[src/hdl/hpfo_defs.svh]
// register offsets, bit positions and reset values for the hot-plug fault/override logic
`ifndef HPFO_DEFS_SVH
`define HPFO_DEFS_SVH
// device registers, reached through the interface register port
`define HPFO_DEV_CTRL_A 4'h0
`define HPFO_DEV_CTRL_B 4'h1
`define HPFO_DEV_STAT_A 4'h2
`define HPFO_DEV_STAT_B 4'h3
`define HPFO_DEV_COMMON 4'h4
`define HPFO_DEV_ADDR 4'h5
// control register bits
`define HPFO_CTRL_OVR_DIS 2
// slot status bits
`define HPFO_STAT_MAIN_EVT 0
`define HPFO_STAT_AUX_EVT 1
`define HPFO_STAT_MAIN_LATCH 2
`define HPFO_STAT_AUX_LATCH 3
`define HPFO_STAT_PGOOD 4
`define HPFO_STAT_OVR 5
`define HPFO_STAT_MAIN_ON 6
`define HPFO_STAT_AUX_ON 7
// common status bits
`define HPFO_CS_EVT_A 0
`define HPFO_CS_EVT_B 1
`define HPFO_CS_IRQ_MASK 3
`define HPFO_CS_GPI_A 4
`define HPFO_CS_GPI_B 5
`define HPFO_CS_IRQ 6
`define HPFO_CS_MASK_RST 1'b0
// host user registers
`define HPFO_HOST_PINCTRL 3'h0
`define HPFO_HOST_PINSTAT 3'h1
`define HPFO_HOST_DEVADDR 3'h2
`define HPFO_HOST_DEVWDATA 3'h3
`define HPFO_HOST_DEVCMD 3'h4
`define HPFO_HOST_DEVRDATA 3'h5
`define HPFO_HOST_IRQSTAT 3'h6
`define HPFO_HOST_IRQMASK 3'h7
`define HPFO_PINCTRL_RST 8'h44
`define HPFO_IRQ_DEVIRQ 0
`define HPFO_IRQ_DONE 1
`endif

[src/hdl/hpfo_pkg.sv]
// types shared by both ends of the hot-plug fault/override logic
package hpfo_pkg;
  typedef logic [7:0] hpfo_byte_t;
  typedef logic [3:0] hpfo_addr_t;
  typedef enum logic [1:0] {HPFO_IDLE, HPFO_ISSUE_RD, HPFO_CAPTURE} hpfo_host_state_t;
endpackage
[src/hdl/hpfo_if.sv]
// pins between the slot controller and the management host, with pull-up resolution
`timescale 1ns/1ps
interface hpfo_if;
  logic [1:0] mainEnable;
  logic [1:0] auxEnable;
  logic [1:0] overrideN;
  logic [1:0] faultOut;
  logic [1:0] faultOe;
  logic [1:0] powerGoodOut;
  logic [1:0] powerGoodOe;
  logic irqOut;
  logic irqOe;
  logic [1:0] faultN;
  logic [1:0] powerGoodN;
  logic irqN;
  hpfo_pkg::hpfo_addr_t regAddr;
  hpfo_pkg::hpfo_byte_t regWdata;
  logic regWr;
  logic regRd;
  hpfo_pkg::hpfo_byte_t regRdata;
  // open-drain lines with external pull-ups: low only while driven low
  assign faultN = ~faultOe | faultOut;
  assign powerGoodN = ~powerGoodOe | powerGoodOut;
  assign irqN = ~irqOe | irqOut;
  modport dev (
    input mainEnable, auxEnable, overrideN, regAddr, regWdata, regWr, regRd,
    output faultOut, faultOe, powerGoodOut, powerGoodOe, irqOut, irqOe, regRdata
  );
  modport host (
    output mainEnable, auxEnable, overrideN, regAddr, regWdata, regWr, regRd,
    input faultN, powerGoodN, irqN, regRdata
  );
endinterface

[src/hdl/hpfo_device.sv]
// dual-slot fault latching, override, interrupt and register logic of the power controller
//
// Design decisions made here: the placing of the registers and the plain strobed port.
`timescale 1ns/1ps
`include "hpfo_defs.svh"
// Summary of operation
// - isolation trip drives slot fault low
// - main fault released by main enable low
// - aux fault released by aux enable low
// - both faults need both enables low
// - override low forces both supplies on
// - override ignores protections and main lockout
// - aux lockout still governs aux during override
// - override releases power-good and fault pins
// - status registers keep true supply state
// - control bit two disables slot override
// - common status shows general inputs
// - address straps sampled on standby rise
// - interrupt on fault while mask zero
// - interrupt holds until echo reset
// - main enable rising edge turns mains on
// - aux enable level gates aux output
// - power-good once slot on and delivering
module hpfo_device #(
  parameter logic [6:0] BASE_ADDR = 7'h40 // arbitrary base, low three bits come from straps
) (
  input wire logic clk,
  input wire logic srst,
  hpfo_if.dev link,
  input wire logic [1:0] mainOcTrip,
  input wire logic [1:0] mainInUv,
  input wire logic [1:0] auxOcTrip,
  input wire logic [1:0] overTemp,
  input wire logic auxUvlo,
  input wire logic [1:0] mainDelivering,
  input wire logic [1:0] auxDelivering,
  input wire logic [1:0] generalInput,
  input wire logic [2:0] addrSelect,
  input wire logic standbyGood,
  output logic [1:0] mainSwitchOn,
  output logic [1:0] auxSwitchOn,
  output logic [6:0] smbusAddr
);
  logic [1:0] mainOn_q, mainOn_d;
  logic [1:0] mainEnPrev_q, mainEnPrev_d;
  logic [1:0] mainFault_q, mainFault_d;
  logic [1:0] auxFault_q, auxFault_d;
  logic [1:0] mainEvt_q, mainEvt_d;
  logic [1:0] auxEvt_q, auxEvt_d;
  logic [1:0] ovrDis_q, ovrDis_d;
  logic [1:0] mainSw_q, mainSw_d;
  logic [1:0] auxSw_q, auxSw_d;
  logic [1:0] faultOe_q, faultOe_d;
  logic [1:0] pgOe_q, pgOe_d;
  logic [1:0] pgTrue;
  logic [1:0] override;
  logic [1:0] mainTrip, auxTrip;
  logic irqMask_q, irqMask_d;
  logic irqOe_q, irqOe_d;
  logic stbyPrev_q, stbyPrev_d;
  logic [6:0] addr_q, addr_d;
  hpfo_pkg::hpfo_byte_t rdata_q, rdata_d;
  hpfo_pkg::hpfo_byte_t stat [2];
  hpfo_pkg::hpfo_byte_t common;

  // slot power, fault latches and pin drive
  always_comb begin
    mainOn_d = mainOn_q;
    mainEnPrev_d = link.mainEnable;
    mainFault_d = mainFault_q;
    auxFault_d = auxFault_q;
    mainEvt_d = mainEvt_q;
    auxEvt_d = auxEvt_q;
    mainSw_d = mainSw_q;
    auxSw_d = auxSw_q;
    faultOe_d = faultOe_q;
    pgOe_d = pgOe_q;
    override = '0;
    pgTrue = '0;
    mainTrip = '0;
    auxTrip = '0;
    for (int s = 0; s < 2; s++) begin
      override[s] = ~link.overrideN[s] & ~ovrDis_q[s];
      // a latched fault clears only while its enable is low; a new trip wins
      if (!link.mainEnable[s]) begin
        mainFault_d[s] = 1'b0;
      end
      if (!link.auxEnable[s]) begin
        auxFault_d[s] = 1'b0;
      end
      // protections are ignored on an overridden slot
      if (!override[s] && mainSw_q[s] && (mainOcTrip[s] || mainInUv[s])) begin
        mainFault_d[s] = 1'b1;
        mainEvt_d[s] = 1'b1;
        mainTrip[s] = 1'b1;
      end
      if (!override[s] && auxSw_q[s] && (auxOcTrip[s] || overTemp[s])) begin
        auxFault_d[s] = 1'b1;
        auxEvt_d[s] = 1'b1;
        auxTrip[s] = 1'b1;
      end
      if (!link.mainEnable[s] || mainFault_d[s]) begin
        mainOn_d[s] = 1'b0;
      end else if (!mainEnPrev_q[s]) begin
        mainOn_d[s] = 1'b1;
      end
      mainSw_d[s] = override[s] | mainOn_d[s];
      // standby lockout is never bypassed
      auxSw_d[s] = ~auxUvlo & (override[s] | (link.auxEnable[s] & ~auxFault_d[s]));
      pgTrue[s] = mainOn_q[s] & auxSw_q[s] & mainDelivering[s] & auxDelivering[s];
      pgOe_d[s] = pgTrue[s] & ~override[s];
      faultOe_d[s] = (mainFault_d[s] | auxFault_d[s]) & ~override[s];
    end
    // echo reset: a one written back clears, a same-cycle trip is kept
    if (link.regWr) begin
      for (int s = 0; s < 2; s++) begin
        if (link.regAddr == (`HPFO_DEV_STAT_A + 4'(s))) begin
          if (link.regWdata[`HPFO_STAT_MAIN_EVT] && !mainTrip[s]) begin
            mainEvt_d[s] = 1'b0;
          end
          if (link.regWdata[`HPFO_STAT_AUX_EVT] && !auxTrip[s]) begin
            auxEvt_d[s] = 1'b0;
          end
        end
        if (link.regAddr == `HPFO_DEV_COMMON && link.regWdata[`HPFO_CS_EVT_A + s]) begin
          if (!mainTrip[s]) begin
            mainEvt_d[s] = 1'b0;
          end
          if (!auxTrip[s]) begin
            auxEvt_d[s] = 1'b0;
          end
        end
      end
    end
  end

  // management registers, interrupt and address strap
  always_comb begin
    ovrDis_d = ovrDis_q;
    irqMask_d = irqMask_q;
    stbyPrev_d = standbyGood;
    addr_d = addr_q;
    rdata_d = 8'h00;
    for (int s = 0; s < 2; s++) begin
      stat[s] = 8'h00;
      // live latch and switch state, not the forced pin levels
      stat[s][`HPFO_STAT_MAIN_EVT] = mainEvt_q[s];
      stat[s][`HPFO_STAT_AUX_EVT] = auxEvt_q[s];
      stat[s][`HPFO_STAT_MAIN_LATCH] = mainFault_q[s];
      stat[s][`HPFO_STAT_AUX_LATCH] = auxFault_q[s];
      stat[s][`HPFO_STAT_PGOOD] = pgTrue[s];
      stat[s][`HPFO_STAT_OVR] = override[s];
      stat[s][`HPFO_STAT_MAIN_ON] = mainSw_q[s];
      stat[s][`HPFO_STAT_AUX_ON] = auxSw_q[s];
    end
    common = 8'h00;
    common[`HPFO_CS_EVT_A] = mainEvt_q[0] | auxEvt_q[0];
    common[`HPFO_CS_EVT_B] = mainEvt_q[1] | auxEvt_q[1];
    common[`HPFO_CS_IRQ_MASK] = irqMask_q;
    common[`HPFO_CS_GPI_A] = generalInput[0];
    common[`HPFO_CS_GPI_B] = generalInput[1];
    common[`HPFO_CS_IRQ] = irqOe_q;
    if (link.regWr) begin
      case (link.regAddr)
        `HPFO_DEV_CTRL_A: ovrDis_d[0] = link.regWdata[`HPFO_CTRL_OVR_DIS];
        `HPFO_DEV_CTRL_B: ovrDis_d[1] = link.regWdata[`HPFO_CTRL_OVR_DIS];
        `HPFO_DEV_COMMON: irqMask_d = link.regWdata[`HPFO_CS_IRQ_MASK];
        default: ;
      endcase
    end
    if (link.regRd) begin
      case (link.regAddr)
        `HPFO_DEV_CTRL_A: rdata_d = {5'h00, ovrDis_q[0], 2'h0};
        `HPFO_DEV_CTRL_B: rdata_d = {5'h00, ovrDis_q[1], 2'h0};
        `HPFO_DEV_STAT_A: rdata_d = stat[0];
        `HPFO_DEV_STAT_B: rdata_d = stat[1];
        `HPFO_DEV_COMMON: rdata_d = common;
        `HPFO_DEV_ADDR: rdata_d = {1'b0, addr_q};
        default: rdata_d = 8'h00;
      endcase
    end
    // open straps read high through the internal pull-ups
    if (standbyGood && !stbyPrev_q) begin
      addr_d = BASE_ADDR | {4'h0, addrSelect};
    end
    irqOe_d = (|mainEvt_d | |auxEvt_d) & ~irqMask_d;
  end

  always_ff @(posedge clk) begin
    if (srst) begin
      mainOn_q <= '0;
      mainEnPrev_q <= '1;
      mainFault_q <= '0;
      auxFault_q <= '0;
      mainEvt_q <= '0;
      auxEvt_q <= '0;
      mainSw_q <= '0;
      auxSw_q <= '0;
      faultOe_q <= '0;
      pgOe_q <= '0;
      ovrDis_q <= '0;
      irqMask_q <= `HPFO_CS_MASK_RST;
      irqOe_q <= 1'b0;
      stbyPrev_q <= 1'b0;
      addr_q <= '0;
      rdata_q <= 8'h00;
    end else begin
      mainOn_q <= mainOn_d;
      mainEnPrev_q <= mainEnPrev_d;
      mainFault_q <= mainFault_d;
      auxFault_q <= auxFault_d;
      mainEvt_q <= mainEvt_d;
      auxEvt_q <= auxEvt_d;
      mainSw_q <= mainSw_d;
      auxSw_q <= auxSw_d;
      faultOe_q <= faultOe_d;
      pgOe_q <= pgOe_d;
      ovrDis_q <= ovrDis_d;
      irqMask_q <= irqMask_d;
      irqOe_q <= irqOe_d;
      stbyPrev_q <= stbyPrev_d;
      addr_q <= addr_d;
      rdata_q <= rdata_d;
    end
  end

  assign link.faultOut = 2'b00;
  assign link.faultOe = faultOe_q;
  assign link.powerGoodOut = 2'b00;
  assign link.powerGoodOe = pgOe_q;
  assign link.irqOut = 1'b0;
  assign link.irqOe = irqOe_q;
  assign link.regRdata = rdata_q;
  assign mainSwitchOn = mainSw_q;
  assign auxSwitchOn = auxSw_q;
  assign smbusAddr = addr_q;
endmodule // hpfo_device

[src/flat_wrapper.sv]
// flat-port wrapper written by rule: the top's interface ports become plain ports
module hpfo_device_flat 
#(
  parameter logic [6:0] BASE_ADDR = 7'h40                                                   
)
  (clk, srst, mainOcTrip, mainInUv, auxOcTrip, overTemp, auxUvlo, mainDelivering, auxDelivering, generalInput, addrSelect, standbyGood, mainSwitchOn, auxSwitchOn, smbusAddr, link_mainEnable, link_auxEnable, link_overrideN, link_regAddr, link_regWdata, link_regWr, link_regRd, link_faultOut, link_faultOe, link_powerGoodOut, link_powerGoodOe, link_irqOut, link_irqOe, link_regRdata);
  hpfo_if link_i ();
  input wire logic clk;
  input wire logic srst;
  input wire logic [1:0] mainOcTrip;
  input wire logic [1:0] mainInUv;
  input wire logic [1:0] auxOcTrip;
  input wire logic [1:0] overTemp;
  input wire logic auxUvlo;
  input wire logic [1:0] mainDelivering;
  input wire logic [1:0] auxDelivering;
  input wire logic [1:0] generalInput;
  input wire logic [2:0] addrSelect;
  input wire logic standbyGood;
  output logic [1:0] mainSwitchOn;
  output logic [1:0] auxSwitchOn;
  output logic [6:0] smbusAddr;
  input wire logic [$bits(link_i.mainEnable)-1:0] link_mainEnable;
  input wire logic [$bits(link_i.auxEnable)-1:0] link_auxEnable;
  input wire logic [$bits(link_i.overrideN)-1:0] link_overrideN;
  input wire logic [$bits(link_i.regAddr)-1:0] link_regAddr;
  input wire logic [$bits(link_i.regWdata)-1:0] link_regWdata;
  input wire logic [$bits(link_i.regWr)-1:0] link_regWr;
  input wire logic [$bits(link_i.regRd)-1:0] link_regRd;
  output wire logic [$bits(link_i.faultOut)-1:0] link_faultOut;
  output wire logic [$bits(link_i.faultOe)-1:0] link_faultOe;
  output wire logic [$bits(link_i.powerGoodOut)-1:0] link_powerGoodOut;
  output wire logic [$bits(link_i.powerGoodOe)-1:0] link_powerGoodOe;
  output wire logic [$bits(link_i.irqOut)-1:0] link_irqOut;
  output wire logic [$bits(link_i.irqOe)-1:0] link_irqOe;
  output wire logic [$bits(link_i.regRdata)-1:0] link_regRdata;
  assign link_i.mainEnable = link_mainEnable;
  assign link_i.auxEnable = link_auxEnable;
  assign link_i.overrideN = link_overrideN;
  assign link_i.regAddr = link_regAddr;
  assign link_i.regWdata = link_regWdata;
  assign link_i.regWr = link_regWr;
  assign link_i.regRd = link_regRd;
  assign link_faultOut = link_i.faultOut;
  assign link_faultOe = link_i.faultOe;
  assign link_powerGoodOut = link_i.powerGoodOut;
  assign link_powerGoodOe = link_i.powerGoodOe;
  assign link_irqOut = link_i.irqOut;
  assign link_irqOe = link_i.irqOe;
  assign link_regRdata = link_i.regRdata;
  hpfo_device #(.BASE_ADDR(BASE_ADDR)) u_core (.clk(clk), .srst(srst), .link(link_i), .mainOcTrip(mainOcTrip), .mainInUv(mainInUv), .auxOcTrip(auxOcTrip), .overTemp(overTemp), .auxUvlo(auxUvlo), .mainDelivering(mainDelivering), .auxDelivering(auxDelivering), .generalInput(generalInput), .addrSelect(addrSelect), .standbyGood(standbyGood), .mainSwitchOn(mainSwitchOn), .auxSwitchOn(auxSwitchOn), .smbusAddr(smbusAddr));
endmodule
[config.mk]
export PLATFORM = sky130hd
export DESIGN_NAME = hpfo_device_flat
export DESIGN_NICKNAME = d
export VERILOG_FILES = /design/src/hdl/hpfo_pkg.sv /design/src/hdl/hpfo_if.sv /design/src/hdl/hpfo_device.sv /design/src/flat_wrapper.sv
export VERILOG_INCLUDE_DIRS = /design/src /design/src/hdl
export SDC_FILE = /design/constraint.sdc
export NUM_CORES = 1
export LEC_CHECK = 0
export BUFFER_PORTS_ARGS = -buffer_cell sky130_fd_sc_hd__buf_2
export CORE_MARGIN = 1.5
export CORE_UTILIZATION = 42
export DETAILED_ROUTE_END_ITERATION = 6
export GPL_ROUTABILITY_DRIVEN = 0
export PLACE_DENSITY = 0.75
export SYNTH_ARGS = -nofsm -noshare
export SYNTH_HDL_FRONTEND = slang
export SYNTH_SLANG_ARGS = --single-unit
[constraint.sdc]
create_clock -name clk -period 1.3 [get_ports clk]
set_clock_uncertainty 0.15 [all_clocks]
set_input_delay 0.065 -clock clk [delete_from_list [all_inputs] [get_ports clk]]
set_output_delay 0.065 -clock clk [all_outputs]
set_load 0.1 [all_outputs]
# [Word level (Yosys, flattened, before mapping)]
# Cells that the tools add are included.
[classes] add_sub_neg=0 multipliers=0 div=0 n_lt_le_gt_ge=0 n_eq_ne=5 n_shift=0 muxes=41 bitwise=37 n_reduce_logical=36
[ops] op="$pmux 8 s6" count=1
[ops] op="$mux 1" count=38
[ops] op="$and 1x1->1" count=17
[ops] op="$logic_and 1x1->1" count=15
[ops] op="$not 1->1" count=11
[ops] op="$logic_not 1->1" count=9
[ops] op="$or 1x1->1" count=9
[ops] op="$eq 4x2->1 const B" count=2
[ops] op="$eq 4x3->1 const B" count=2
[ops] op="$logic_or 1x1->1" count=6
[ops] op="$reduce_or 2->1" count=3
[ops] op="$eq 4x1->1 const B" count=1
[ops] op="$logic_not 4->1" count=1
[ops] op="$mux 2" count=2
[ops] op="$reduce_and 2->1" count=2
[totals] reg_bits=37 latchBits=0 ram_bits=0 mem_bits_ro=0 in_bits=41 out_inout_bits=29 elab_cells=136 memories=0

# [Longest topological paths before layout]
[logic_depth] depth_word=16 depth_mapped=6 ltp_nobuf=4

# [Worst setup path after synthesis]
# Ideal clock, no wire load.
[synth_timing] path_kind="register to register" startpoint="register u_core.auxSw_q[1], in the netlist u_core.auxSwitchOn[1]" endpoint="register u_core.auxSw_q[1], in the netlist u_core.auxSwitchOn[1]" arrival_time_ns=1.547 required_time_ns=1.019 slack_ns=-0.528 stages_incl_launch_ff=5 n_path_buf=0 path_cell_list="dfxtp_1 o221a_2 a21oi_1 a21oi_1 nor3_1"
[synth_between] elab_chain_cells=7
[synth_rtl] item="start: declaration" line_no="hpfo_device.sv:52" text="logic [1:0] auxSw_q, auxSw_d;"
[synth_rtl] item="start signal: assignment" line_no="hpfo_device.sv:215" text="auxSw_q <= auxSw_d;"
[synth_rtl] item="$logic_and 1x1->1 (2 in series)" line_no="hpfo_device.sv:97" text="if (!override[s] && auxSw_q[s] && (auxOcTrip[s] || overTemp[s])) begin"
[synth_rtl] item="$mux 1" line_no="hpfo_device.sv:97"
[synth_rtl] item="$not 1->1" line_no="hpfo_device.sv:109" text="auxSw_d[s] = ~auxUvlo & (override[s] | (link.auxEnable[s] & ~auxFault_d[s]));"
[synth_rtl] item="$and 1x1->1" line_no="hpfo_device.sv:109"
[synth_rtl] item="$or 1x1->1" line_no="hpfo_device.sv:109"
[synth_rtl] item="$and 1x1->1" line_no="hpfo_device.sv:109"
# Every way passes these cells.
# A chain may end at the register's enable or synchronous reset.

# [Worst setup path after layout]
[layout_timing] startpoint="register u_core.ovrDis_q[0]" endpoint="register u_core.irqOe_q, in the netlist u_core.link.irqOe"
[layout_between] elab_chain_cells=16 elab_cells_between_ends=29 classes_between="14 x mux; 4 x bitwise; 11 x reduce/logical"
[layout_rtl] item="start: declaration" line_no="hpfo_device.sv:50" text="logic [1:0] ovrDis_q, ovrDis_d;"
[layout_rtl] item="start signal: assignment" line_no="hpfo_device.sv:218" text="ovrDis_q <= ovrDis_d;"
[layout_rtl] item="$not 1->1 *" line_no="hpfo_device.sv:83" text="override[s] = ~link.overrideN[s] & ~ovrDis_q[s];"
[layout_rtl] item="$and 1x1->1 *" line_no="hpfo_device.sv:83"
[layout_rtl] item="$logic_not 1->1 *" line_no="hpfo_device.sv:92, hpfo_device.sv:97"
[layout_rtl] item="$logic_and 1x1->1, on equally long branches (2 in series)" line_no="hpfo_device.sv:92, hpfo_device.sv:97"
[layout_rtl] item="$mux 1, on equally long branches" line_no="hpfo_device.sv:92, hpfo_device.sv:97"
[layout_rtl] item="$logic_not 1->1, on equally long branches" line_no="hpfo_device.sv:118, hpfo_device.sv:121"
[layout_rtl] item="$logic_and 1x1->1, on equally long branches" line_no="hpfo_device.sv:118, hpfo_device.sv:121"
[layout_rtl] item="$mux 1, on equally long branches" line_no="hpfo_device.sv:118, hpfo_device.sv:121"
[layout_rtl] item="$mux 1" line_no="hpfo_device.sv:117" text="if (link.regAddr == (`HPFO_DEV_STAT_A + 4'(s))) begin"
[layout_rtl] item="$mux 1, on equally long branches" line_no="hpfo_device.sv:126, hpfo_device.sv:129"
[layout_rtl] item="$mux 1" line_no="hpfo_device.sv:125" text="if (link.regAddr == `HPFO_DEV_COMMON && link.regWdata[`HPFO_CS_EVT_A + s]) begin"
[layout_rtl] item="$mux 2" line_no="hpfo_device.sv:115" text="if (link.regWr) begin"
[layout_rtl] item="$reduce_or 2->1" line_no="hpfo_device.sv:186" text="irqOe_d = (|mainEvt_d | |auxEvt_d) & ~irqMask_d;"
[layout_rtl] item="$or 1x1->1 *" line_no="hpfo_device.sv:186"
[layout_rtl] item="$and 1x1->1 *" line_no="hpfo_device.sv:186"
[layout_rtl] item="end signal: assignment" line_no="hpfo_device.sv:220" text="irqOe_q <= irqOe_d;"
[layout_rtl] item="end: declaration" line_no="hpfo_device.sv:59" text="logic irqOe_q, irqOe_d;"
# Every way passes the cells marked *; elsewhere a longest branch is shown, timed or not.

==> qor.txt <==
Crit. Startpoint -> u_core.ovrDis_q[0]$_SDFFE_PP0P_
final setup fails -> 2
Startpoint Class -> register
clk sink count -> 37
switch share -> 31.4%
Seq pwr share -> 43.8%
cell count after synthesis -> 166
Worst Path Arrival -> 1.36 ns
Antenna Nets Post-Route -> 0
IO Count -> 70
Setup WS pre-CTS -> -0.208 ns
Detailed Place HPWL -> 3060 µm
DRC -> 0
number of buffers created by CTS -> 5
Horiz. Die Dim -> 64.2 µm
Clock Tree Buf Depth -> 2
Worst Setup End Kind -> register
commonest non-fill, non-tap cells in the layout -> 49 x buf_2, 27 x nor2_1, 26 x dfxtp_1
vias in the first global route -> 1448
1st-pass router iterations -> 4
RR Startpoint -> u_core.ovrDis_q[0]$_SDFFE_PP0P_
syn_area_per_cell -> 9.49 µm²
busiest grt layer -> met2
grt total ovfl -> 0
Psw -> 867 µW
vias post-DR -> 1584
Worst Hold Launch -> mainOcTrip[1]
Final Critical Period -> 1.36 ns
DR vias/cell -> 5.13
cell depth of the worst hold path -> 4
routed len/inst -> 14.0 µm
CTS tree -> built
met3 Use GR -> 7.04%
sequential fraction of the synthesis area -> 47.0%
number of enable flip-flop cells after synthesis -> 0
first-pass GRT wire length -> 6640 µm
Worst Hold Slack -> 0.0410 ns
RSZ-0062 raised after global routing -> yes
number of fill cells -> 275
pwr/cell area -> 1100 nW/µm²
maximum fanout along the worst path -> 5
FF+latch count, synth -> 37
cells on worst reg2reg path -> 4
initial antenna violation count -> 0
Total Nets Final -> 301
# rows -> 22
internal power -> 1.90 mW
Leakage -> 1.11 nW
Worst-path clk slew -> 0.08 ns
# H-tree levels -> 2
Hold Crit Class -> in -> reg
Max-Cap Viols -> 0
Netlist cell types -> 39
GRT met1 Usage -> 25.3%
die area -> 4130 µm²
Pins Over Slew Limit -> 0
final cycle utilization of the critical path -> 105%
final hold violations -> 0
Reg area -> 777 µm²
clk_lat worst skew -> 0.29 ns
share of cells above drive strength 1 -> 47.5%
status -> finished with violations
Crit Path Class -> reg -> reg
Async S/R FF share, synth -> 0%
maximum VDD drop -> 0.655 mV
PnR worst setup slack -> -0.0627 ns
root buf cell -> clkbuf_8
largest net degree at the start of global routing -> 14
# port buffers -> 57
Die Span Y -> 64.2 µm
global-route track usage on met2 -> 35.5%
area of the multi-input gates -> 831 µm²
fmax -> 734 MHz
area grow syn2layout -> 58.9%
failing checks -> setup timing
total core area -> 3630 µm²
WL final -> 4340 µm
commonest non-fill, non-tap cell in the layout -> buf_2
number of DRC markers in iteration 0 -> 80
Synth Warn # -> 0
Cell Area, Synth -> 1580 µm²
Crit path required time -> 1.30 ns
GRT Util Overall -> 21.7%
starting density of the core -> 43.4%
Comb pwr share -> 24.0%
ys flop type -> dfxtp_1
clock network power share -> 32.2%
Inserted Diodes -> 0
[cells in the mapped netlist, types with 3 or more instances]
library cell | count | area [µm²]
dfxtp_1 | 37 | 741
nor2_1 | 27 | 101
a21oi_1 | 16 | 80.1
buf_4 | 9 | 67.6
nand3_1 | 9 | 45.0
mux2i_1 | 5 | 50.1
a22oi_1 | 4 | 30.0
buf_2 | 4 | 20.0
nand2_1 | 4 | 15.0
o221a_2 | 4 | 45.0
a31oi_1 | 3 | 18.8
inv_1 | 3 | 11.3
mux2_2 | 3 | 33.8
nor3_1 | 3 | 15.0
[sequential cells by signal (all words and copies together), names as in the netlist]
register	flops
u_core.link.regRdata	8
u_core.mainOn_q	2
u_core.auxEvt_q	2
u_core.link.powerGoodOe	2
u_core.auxSwitchOn	2
u_core.auxFault_q	2
u_core.irqMask_q	1
u_core.mainEvt_q	2
u_core.mainFault_q	2
u_core.link.faultOe	2
u_core.stbyPrev_q	1
u_core.mainSwitchOn	2
u_core.mainEnPrev_q	2
u_core.smbusAddr	4
u_core.link.irqOe	1
u_core.ovrDis_q	2
[per-stage QoR]
step | total power [mW] | util (%) | std cells | TNS (ns) | area, µm²
floorplan | 1.65 | - | 173 | -0.0314 | 1650
detailed placement | 1.82 | 58.8 | 285 | -1.28 | 2140
CTS | 2.74 | 67.2 | 307 | -0.0712 | 2440
global placement | 1.81 | 58.8 | 285 | -0.842 | 2140
finish | 2.76 | 68.9 | 309 | -0.0819 | 2500
global route | 2.87 | 68.9 | 309 | -0.188 | 2500
[logic make-up (layout without fill, tap and decap cells)]
logic type / after synthesis / in the layout / share of synthesized area [%]
simple gates: 59 / 59 / 21.1
flops: 37 / 37 / 47.0
buf+inv: 20 / 108 / 7.70
compound gates: 41 / 41 / 18.6
mux: 8 / 8 / 5.32
other cells: 1 / 8 / 0.238
[power by group through the flow]
stage	sequential, mW	clock, mW	combinational [mW]
2_1_floorplan	1.38	0	0.263
3_3_place_gp	1.23	0	0.582
3_5_place_dp	1.23	0	0.589
4_1_cts	1.21	0.895	0.638
5_1_grt	1.22	0.962	0.694
6_report	1.21	0.889	0.663
[routing by layer]
layer	wire, µm	vias to the layer above
met5	0	-
met4	111	0
met3	255	11
met2	2030	68
met1	1940	726
li1	-	779
[worst max-delay path, cell delays in order, from the launching register on]
cell and delay (ns):
dfxtp_2 0.35, o221a_2 0.32, buf_4 0.15, a21oi_4 0.13
a41oi_2 0.13
[path summary, 6_finish.rpt]
| path | endpoint | slack (ns) |
|---|---|---|
| worst min register to register | u_core.smbusAddr[6]$_SDFFE_PP0P_ | 0.33 |
| worst max-delay path | u_core.link.irqOe$_SDFF_PP0_ | -0.06 |
| worst min-delay path | u_core.mainFault_q[1]$_SDFF_PP0_ | 0.04 |
| worst max register to register | u_core.link.irqOe$_SDFF_PP0_ | -0.06 |
[area by class of cell]
type                       instances  area share [%]
timing repair buffer              97            28.8
sequential                        37            31.0
multi-input combinational        116            33.2
tap                               48            2.40
clock buffer                       7            3.90
clock inverter                     1           0.200
inverter                           3           0.450
[what timing repair did]
action / CTS / global route
buffers inserted: 0 / 1
setup endpoints to repair: 9 / 17
resized for setup: 13 / 10
pin swaps: 2 / 3
hold buffers: 14 / 1
endpoints found under the hold margin: 21 / 8
Note: power is estimated with default switching activity, not from simulation.
